File: config.mk
export PLATFORM = sky130hd
export DESIGN_NAME = mfi_decoder
export DESIGN_NICKNAME = d
export VERILOG_FILES = /design/src/design/mfi_pkg.sv /design/src/design/mfi_decoder.sv
export SDC_FILE = /design/constraint.sdc
export NUM_CORES = 1
export LEC_CHECK = 0
export BUFFER_PORTS_ARGS = -buffer_cell sky130_fd_sc_hd__buf_2
export CAP_MARGIN = 20
export CORE_MARGIN = 3
export CORE_UTILIZATION = 34
export CTS_CLUSTER_SIZE = 24
export DETAILED_ROUTE_END_ITERATION = 16
export PLACE_DENSITY = 0.51
export SYNTH_ARGS = -nofsm -noshare
export SYNTH_HDL_FRONTEND = slang
export SYNTH_SLANG_ARGS = --single-unit
File: constraint.sdc
create_clock -name sys_clk_in -period 6.8 [get_ports sys_clk_in]
set_clock_uncertainty 0.2 [all_clocks]
set_input_delay 1.36 -clock sys_clk_in [delete_from_list [all_inputs] [get_ports sys_clk_in]]
set_output_delay 1.36 -clock sys_clk_in [all_outputs]
set_load 0.1 [all_outputs]
File: src/design/mfi_pkg.sv
// Purpose: Constants and carrier types for the multi-function input decoder
// Assumes: One 125 MHz clock, selector codes written through the selector port
// Notes: Function codes are hexadecimal, as the selector values are
//
// Overview of operation
// Six terminal selectors, codes 00 to 77, writes refused while running.
// Defaults 24,14,03,04,06,08; three-wire init loads 00,03,04,06 in selectors 3-6.
// Code 01 on: panel reference and run; off: configured sources.
// Local/remote source changes only while stopped; panel key disabled when assigned.
// Panel local/remote key disabled whenever any terminal carries code 01.
// Run held at local-to-remote switch until cycled, unless run-on-switch accept set.
// Inputs active in both modes; local stop disabled only when three-wire setting 0.
// Code 02 on selects option card reference; switches only while stopped.
// Reference source 3 forces option card reference regardless of code 02.
// Baseblock output interrupt: code 08 active on, code 09 active off.
// Baseblock retains frequency, speed search on clear; run off clears it.
// After baseblock clears, voltage recovers over the recovery time.
// Code 0A on freezes ramp and holds frequency; off resumes ramping.
// Stop command still stops the motor while ramp hold is on.
// Hold store 1 saves held frequency; run with hold on restarts there.
// Hold store 0 with run given under hold on keeps frequency zero.
// Conflict error when more than one of 0A, 10/11, 1C/1D, 1E assigned.
// Code 0B shows overheat warning while on, self-clearing, no fault.
// Code 0C enables analog input only while on; off acts as function 1F.
// Code 0D on disables encoder speed feedback, switchable while running.
// Code 0E on: proportional-only speed loop with integral reset.
// Integral reset honoured only in encoder V/f mode with ramp integral 0.
// Each terminal synchronised before decoding.
package mfi_pkg;

  localparam int NUM_TERM = 6;
  localparam logic [7:0] CODE_MAX = 8'h77;

  // Function codes
  localparam logic [7:0] FN_LOCAL_REMOTE = 8'h01;
  localparam logic [7:0] FN_OPTION_REF = 8'h02;
  localparam logic [7:0] FN_BB_NO = 8'h08;
  localparam logic [7:0] FN_BB_NC = 8'h09;
  localparam logic [7:0] FN_RAMP_HOLD = 8'h0A;
  localparam logic [7:0] FN_OVERHEAT = 8'h0B;
  localparam logic [7:0] FN_ANALOG_EN = 8'h0C;
  localparam logic [7:0] FN_FB_SELECT = 8'h0D;
  localparam logic [7:0] FN_INT_RESET = 8'h0E;
  localparam logic [7:0] FN_UP = 8'h10;
  localparam logic [7:0] FN_DOWN = 8'h11;
  localparam logic [7:0] FN_TRIM_UP = 8'h1C;
  localparam logic [7:0] FN_TRIM_DN = 8'h1D;
  localparam logic [7:0] FN_SAMPLE_HOLD = 8'h1E;

  localparam logic [1:0] REF_SRC_OPTION = 2'h3;

  // Reset and three-wire defaults, selector 5 first
  localparam logic [5:0][7:0] SEL_RESET = {8'h08, 8'h06, 8'h04, 8'h03, 8'h14, 8'h24};
  localparam logic [5:0][7:0] SEL_3WIRE = {8'h06, 8'h04, 8'h03, 8'h00, 8'h14, 8'h24};

  // Timing
  localparam int CLK_PERIOD_NS = 8;
  localparam int RECOVERY_UNIT_NS = 1000000;
  localparam int RECOVERY_UNIT_CYCLES = RECOVERY_UNIT_NS / CLK_PERIOD_NS;

  // Drive configuration settings
  typedef struct packed {
    logic [1:0] reference_source_select;
    logic run_source_select;
    logic run_on_switch_accept;
    logic reference_hold_store;
    logic ramp_integral_setting;
    logic three_wire_setting;
    logic encoder_vf_mode;
  } mfi_cfg_t;

  // Selector write request
  typedef struct packed {
    logic wr_en;
    logic [2:0] idx;
    logic [7:0] data;
  } mfi_sel_wr_t;

endpackage : mfi_pkg

File: src/design/mfi_decoder.sv
// Purpose: Decodes six multi-function terminals into drive control levels
// Assumes: Terminals are asynchronous pins; drive status is on sys_clk_in
// Notes: All outputs registered
`timescale 1ns/1ps
`default_nettype none

module mfi_decoder #(
  parameter int RECOVERY_UNIT_CYC = mfi_pkg::RECOVERY_UNIT_CYCLES
) (
  input wire logic sys_clk_in,
  input wire logic arst_n_in,
  input wire logic [5:0] terminal_in,
  input wire mfi_pkg::mfi_sel_wr_t sel_wr_in,
  input wire logic [2:0] sel_rd_idx_in,
  input wire logic load_defaults_in,
  input wire logic load_three_wire_in,
  input wire mfi_pkg::mfi_cfg_t cfg_in,
  input wire logic running_in,
  input wire logic panel_run_in,
  input wire logic remote_run_in,
  input wire logic panel_lr_key_in,
  input wire logic stop_cmd_in,
  input wire logic [15:0] out_freq_in,
  input wire logic [15:0] stored_hold_freq_in,
  input wire logic [15:0] voltage_recovery_time_in,
  output logic [7:0] sel_rd_data_out,
  output logic sel_reject_out,
  output logic local_mode_out,
  output logic lr_key_enable_out,
  output logic run_cmd_out,
  output logic stop_disable_out,
  output logic option_ref_out,
  output logic baseblock_out,
  output logic [15:0] retained_freq_out,
  output logic speed_search_out,
  output logic volt_recover_out,
  output logic ramp_hold_out,
  output logic hold_zero_out,
  output logic [15:0] hold_freq_out,
  output logic hold_store_wr_out,
  output logic setting_conflict_error_out,
  output logic overheat_warning_out,
  output logic analog_enable_out,
  output logic encoder_feedback_disable_out,
  output logic speed_loop_p_only_out
);

  // ****************************************
  // Functions
  // ****************************************
  function automatic logic fn_asg(input logic [5:0][7:0] s, input logic [7:0] c);
    logic r;
    r = 1'b0;
    for (int i = 0; i < mfi_pkg::NUM_TERM; i++) begin
      r = r | (s[i] == c);
    end
    return r;
  endfunction : fn_asg

  function automatic logic fn_on(input logic [5:0][7:0] s, input logic [5:0] t,
                                 input logic [7:0] c);
    logic r;
    r = 1'b0;
    for (int i = 0; i < mfi_pkg::NUM_TERM; i++) begin
      r = r | ((s[i] == c) & t[i]);
    end
    return r;
  endfunction : fn_on

  // ****************************************
  // Reset release and terminal sync
  // ****************************************
  logic [1:0] rst_sync_q;
  logic rst_n;
  logic [5:0] t1_q, t2_q, t3_q, term_q;

  always_ff @(posedge sys_clk_in or negedge arst_n_in) begin
    if (!arst_n_in) begin
      rst_sync_q <= 2'h0;
    end else begin
      rst_sync_q <= {rst_sync_q[0], 1'b1};
    end
  end
  assign rst_n = rst_sync_q[1];

  always_ff @(posedge sys_clk_in or negedge rst_n) begin
    if (!rst_n) begin
      t1_q <= 6'h00;
      t2_q <= 6'h00;
      t3_q <= 6'h00;
      term_q <= 6'h00;
    end else begin
      t1_q <= terminal_in;
      t2_q <= t1_q;
      t3_q <= t2_q;
      term_q <= (term_q & (t2_q ^ t3_q)) | (t2_q & ~(t2_q ^ t3_q));
    end
  end

  // ****************************************
  // Selector registers
  // ****************************************
  logic [5:0][7:0] sel_q;
  wire wr_ok = sel_wr_in.wr_en && !running_in && sel_wr_in.data <= mfi_pkg::CODE_MAX &&
               sel_wr_in.idx < 3'(mfi_pkg::NUM_TERM);
  wire wr_bad = sel_wr_in.wr_en && !wr_ok;

  always_ff @(posedge sys_clk_in or negedge rst_n) begin
    if (!rst_n) begin
      sel_q <= mfi_pkg::SEL_RESET;
      sel_reject_out <= 1'b0;
      sel_rd_data_out <= 8'h00;
    end else begin
      if (load_three_wire_in && !running_in) begin
        sel_q <= mfi_pkg::SEL_3WIRE;
      end else if (load_defaults_in && !running_in) begin
        sel_q <= mfi_pkg::SEL_RESET;
      end else if (wr_ok) begin
        sel_q[sel_wr_in.idx] <= sel_wr_in.data;
      end
      sel_reject_out <= wr_bad;
      sel_rd_data_out <= (sel_rd_idx_in < 3'(mfi_pkg::NUM_TERM)) ? sel_q[sel_rd_idx_in] : 8'h00;
    end
  end

  // ****************************************
  // Function decode
  // ****************************************
  wire lr_asg = fn_asg(sel_q, mfi_pkg::FN_LOCAL_REMOTE);
  wire lr_on = fn_on(sel_q, term_q, mfi_pkg::FN_LOCAL_REMOTE);
  wire opt_on = fn_on(sel_q, term_q, mfi_pkg::FN_OPTION_REF);
  wire bb_cmd = fn_on(sel_q, term_q, mfi_pkg::FN_BB_NO) |
                fn_on(sel_q, ~term_q, mfi_pkg::FN_BB_NC);
  wire hold_on = fn_on(sel_q, term_q, mfi_pkg::FN_RAMP_HOLD);
  wire oh_on = fn_on(sel_q, term_q, mfi_pkg::FN_OVERHEAT);
  wire an_asg = fn_asg(sel_q, mfi_pkg::FN_ANALOG_EN);
  wire an_on = fn_on(sel_q, term_q, mfi_pkg::FN_ANALOG_EN);
  wire fb_on = fn_on(sel_q, term_q, mfi_pkg::FN_FB_SELECT);
  wire ir_on = fn_on(sel_q, term_q, mfi_pkg::FN_INT_RESET);
  wire g_hold = fn_asg(sel_q, mfi_pkg::FN_RAMP_HOLD);
  wire g_updn = fn_asg(sel_q, mfi_pkg::FN_UP) | fn_asg(sel_q, mfi_pkg::FN_DOWN);
  wire g_trim = fn_asg(sel_q, mfi_pkg::FN_TRIM_UP) | fn_asg(sel_q, mfi_pkg::FN_TRIM_DN);
  wire g_samp = fn_asg(sel_q, mfi_pkg::FN_SAMPLE_HOLD);
  wire [2:0] grp_cnt = 3'(g_hold) + 3'(g_updn) + 3'(g_trim) + 3'(g_samp);
  wire conflict = grp_cnt > 3'h1;
  wire ir_ok = ir_on && cfg_in.encoder_vf_mode && !cfg_in.ramp_integral_setting;

  // ****************************************
  // Local/remote and reference source
  // ****************************************
  logic local_q, run_block_q, opt_q, key_q;
  wire key_press = panel_lr_key_in && !key_q;
  wire local_d = lr_asg ? lr_on : (key_press ? !local_q : local_q);
  wire to_remote = local_q && !local_d && !running_in;
  wire run_remote = remote_run_in && !run_block_q;
  wire run_sel = local_q ? panel_run_in : run_remote;

  always_ff @(posedge sys_clk_in or negedge rst_n) begin
    if (!rst_n) begin
      local_q <= 1'b0;
      run_block_q <= 1'b0;
      opt_q <= 1'b0;
      key_q <= 1'b0;
    end else begin
      key_q <= panel_lr_key_in;
      if (!running_in) begin
        local_q <= local_d;
        opt_q <= opt_on;
      end
      if (to_remote && remote_run_in && !cfg_in.run_on_switch_accept) begin
        run_block_q <= 1'b1;
      end else if (!remote_run_in) begin
        run_block_q <= 1'b0;
      end
    end
  end

  // ****************************************
  // Baseblock, retained frequency, recovery
  // ****************************************
  logic bb_q, ss_q;
  logic [16:0] unit_cnt_q;
  logic [15:0] recov_q, retain_q;
  wire unit_tick = unit_cnt_q == 17'(RECOVERY_UNIT_CYC - 1);
  wire bb_clear = bb_q && !bb_cmd;
  wire [15:0] recov_d = bb_cmd ? 16'h0000 : bb_clear ? voltage_recovery_time_in :
                        (unit_tick && recov_q != 16'h0000) ? recov_q - 16'h0001 : recov_q;

  always_ff @(posedge sys_clk_in or negedge rst_n) begin
    if (!rst_n) begin
      bb_q <= 1'b0;
      ss_q <= 1'b0;
      unit_cnt_q <= 17'h00000;
      recov_q <= 16'h0000;
      retain_q <= 16'h0000;
      volt_recover_out <= 1'b0;
    end else begin
      bb_q <= bb_cmd;
      if (!run_sel) begin
        retain_q <= 16'h0000;
      end else if (bb_cmd && !bb_q) begin
        retain_q <= out_freq_in;
      end
      ss_q <= bb_clear && run_sel;
      unit_cnt_q <= (unit_tick || bb_clear) ? 17'h00000 : unit_cnt_q + 17'h00001;
      recov_q <= recov_d;
      volt_recover_out <= recov_d != 16'h0000;
    end
  end

  // ****************************************
  // Ramp hold
  // ****************************************
  logic run_q, hold_q, zero_q;
  logic [15:0] hold_freq_q;
  wire run_start = run_sel && !run_q;
  wire hold_act = hold_on && run_sel && !stop_cmd_in;

  always_ff @(posedge sys_clk_in or negedge rst_n) begin
    if (!rst_n) begin
      run_q <= 1'b0;
      hold_q <= 1'b0;
      zero_q <= 1'b0;
      hold_freq_q <= 16'h0000;
      hold_store_wr_out <= 1'b0;
    end else begin
      run_q <= run_sel;
      hold_q <= hold_act;
      hold_store_wr_out <= hold_act && !hold_q && cfg_in.reference_hold_store;
      if (run_start && hold_on) begin
        hold_freq_q <= cfg_in.reference_hold_store ? stored_hold_freq_in : 16'h0000;
      end else if (hold_act && !hold_q) begin
        hold_freq_q <= out_freq_in;
      end
      if (run_start && hold_on && !cfg_in.reference_hold_store) begin
        zero_q <= 1'b1;
      end else if (!hold_act) begin
        zero_q <= 1'b0;
      end
    end
  end

  // ****************************************
  // Output registers
  // ****************************************
  always_ff @(posedge sys_clk_in or negedge rst_n) begin
    if (!rst_n) begin
      local_mode_out <= 1'b0;
      lr_key_enable_out <= 1'b0;
      run_cmd_out <= 1'b0;
      stop_disable_out <= 1'b0;
      option_ref_out <= 1'b0;
      setting_conflict_error_out <= 1'b0;
      overheat_warning_out <= 1'b0;
      analog_enable_out <= 1'b0;
      encoder_feedback_disable_out <= 1'b0;
      speed_loop_p_only_out <= 1'b0;
    end else begin
      local_mode_out <= local_q;
      lr_key_enable_out <= !lr_asg;
      run_cmd_out <= run_sel;
      stop_disable_out <= local_q && !cfg_in.three_wire_setting;
      option_ref_out <= (cfg_in.reference_source_select == mfi_pkg::REF_SRC_OPTION) ||
                        opt_q;
      setting_conflict_error_out <= conflict;
      overheat_warning_out <= oh_on;
      analog_enable_out <= !an_asg || an_on;
      encoder_feedback_disable_out <= fb_on;
      speed_loop_p_only_out <= ir_ok;
    end
  end

  assign baseblock_out = bb_q;
  assign retained_freq_out = retain_q;
  assign speed_search_out = ss_q;
  assign ramp_hold_out = hold_q;
  assign hold_zero_out = zero_q;
  assign hold_freq_out = hold_freq_q;
endmodule : mfi_decoder

`default_nettype wire

==> out/results.ini <==
[outcome]
outcome = complete, no violations

[drt]
drc = 0
num_vias = 7015
drt_iter0_markers = 624
routedWlPerCell_um = 18.5
wirelength_mm = 24.3
ant_nets = 0
vias_per_cell = 5.35
first_pass_iters = 5

[logic_synthesis]
yosysSeqAreaShare_pct = 49.0
netlist_area_um2 = 8600
synth_area_per_cell_um2 = 10.2
synthTopCellsByCount = dfrtp_1 (158), nor2_1 (121), mux2i_1 (84)
ys_async_sr_fraction_pct = 100
synth_nets = 933
ys.flop_type = dfrtp_1
ys_warn_count = 0
netlist.top_cell.by_area = dfrtp_1
synth_area_leaders = dfrtp_1 (46%), mux2i_1 (9.8%), nor2_1 (5.3%), dfstp_2 (3.1%), nand3_1 (2.7%)
synthCells = 843
ys_ff_latch = 168
ys_types = 80
synth_edf_count = 0
synth.most_common_cell = dfrtp_1
synth_top_area_share_pct = 46.0

[final_layout]
finalNonFillerCells = 1311
finalNetCount = 1064
synthToLayoutAreaGrowth_pct = 19.2
regArea_um2 = 4220
multi_input_area_um2 = 4110
drive_above_1_share_pct = 23.5
n_fill_cell = 2448
n_antenna_cell = 0

[sta]
setup_viol = 0
timing.slew.headroom_pct = 28.7
grt_setup_unrepaired = no
holdWs_ns = 0.0223
finalMaxSlewViolations = 0
post-route-min-period_ns = 3.44
setup_tns_ns = 0
fmax_mhz = 290
finalHoldViolations = 0
finalCritPeriodShare_pct = 50.6
worst_pin_slew_ns = 1.07

[placed_design]
dp.cells = 1277
port-buffer-count = 141
hpwlAfterDp_mm = 17.9
gp_congestion = 0.952

[setup_path]
cp-start-kind = flip-flop
cp.required_ns = 6.89
end_kind = flip-flop
critPathKind = reg -> reg
crit_fanout = 16
arrival_ns = 3.53

[floorplanning]
die_width_um = 165
io_pins = 143
die_height_um = 165
core_um2 = 24600
start_util_pct = 35.0
rows = 57
dieArea_um2 = 27200

[cts]
cts-resized-gates = 0
cts_buffer_depth = 2
cts.sinks = 168
clk_latency_ns = 0.43
numCtsBuffers = 17
cts_tree = built
htreeDepth = 4
clk_pin_slew_worst_paths_ns = 0.07
cts_root_buffer = clkbuf_16
post_cts.repair.setup_buffers = 0
hold_buffers = 0

[global_route]
grt_max_degree = 77
grt_use_total_pct = 18.2
antenna_found_initial = 0
grt_pass1_vias = 6806
overflow = 0
grt_pass1_wl_mm = 38.5

[power_and_ir_drop]
p_per_area_nw_per_um2 = 300
p_total_mw = 3.08
leakagePower_nw = 4.42
irDropWorstVdd_mv = 0.205

[flow_run]
cap_violations = 0

[worst_hold_path]
hold_path.class = reg -> async

[worst paths after layout]
path	start	end	slack, ns	depth (start not counted)
setup / recovery	sel_q[20]	hold_freq_out[11]	3.36	7
hold / removal	rst_sync_q[1]	async pin	0.02	0
setup reg to reg	sel_q[20]	hold_freq_out[11]	3.36	7
hold reg to reg	rst_sync_q[1]	async pin	0.02	0
max in group asynchronous	rst_sync_q[1]	sel_rd_data_out[7]	5.10	1
min in group sys_clk_in	t1_q[3]	t2_q[3]	0.14	0
[worst max-delay path: stages, from the launching register on]
cell      delay [ns]
dfrtp_1         0.45
nor4_1          0.82
nand3_1         0.20
o211ai_1        0.26
o21ai_2         0.18
nor3_4          0.83
mux2i_1         0.29
o21ai_1         0.08
[cell type report]
| type | count | share of cell area [%] |
|---|---|---|
| Clock inverter | 9 | 1.12 |
| Timing Repair Buffer | 154 | 7.87 |
| Clock buffer | 23 | 4.86 |
| Multi-Input combinational cell | 607 | 40.1 |
| Sequential cell | 168 | 41.2 |
| Inverter | 26 | 0.952 |
| Tap cell | 324 | 3.96 |
[kinds of logic after synthesis]
logic type      after synthesis  synth area share (%)
simple gates                363                  21.9
compound gates              117                  9.86
xor+xnor                     21                  2.14
fa+ha+maj                    10                  1.37
mux                          95                  12.3
flops                       168                  49.0
other cells                   1                0.0436
buf+inv                      68                  3.42
[metrics by stage]
step                area (µm²)  setup slack (ns)  util, %
CTS                      10200              3.31     41.6
global placement          9610              3.06     39.1
global route             10200              3.02     41.7
finish                   10200              3.36     41.7
floorplan                 8600              1.59        -
detailed placement        9620              3.09     39.1
[flip-flops by register name (all words and copies together), names as in the netlist, 2 cells and up, named ones only]
signal	flops
rst_sync_q	2
retained_freq_out	16
unit_cnt_q	17
hold_freq_out	16
t1_q	6
t2_q	6
t3_q	6
sel_rd_data_out	8
recov_q	16
sel_q	48
[power by group]
group | internal (mW) | switching (mW) | total (mW)
sequential | 1.13 | 0.127 | 1.25
combinational | 0.220 | 0.616 | 0.837
clock | 0.592 | 0.399 | 0.991
[cells in the final DEF (no fill, tap or decap), types with 9 or more instances in the layout]
cell type  count
dfrtp_1      157
nor3_1        22
buf_2        141
o22ai_1       12
clkbuf_16     17
o21ai_1       17
inv_1         25
nand2b_1      12
mux2i_1       84
o21ai_0        9
nor2b_1       15
dfstp_2       10
nand3_1       46
a21oi_1       21
nand2_1       55
nand4_1       13
nor2_1       120
xnor2_1       15
buf_4         12
nor4_1        14
[metal layers]
metal / GRT usage (%) / wire (µm) / vias up
li1: - / - / 3311
met1: 26.2 / 11400 / 3404
met2: 27.7 / 10800 / 269
met3: 3.07 / 1550 / 31
met4: 6.44 / 518 / 0
met5: 0 / 0 / -
(Power assumes the default switching activity.)
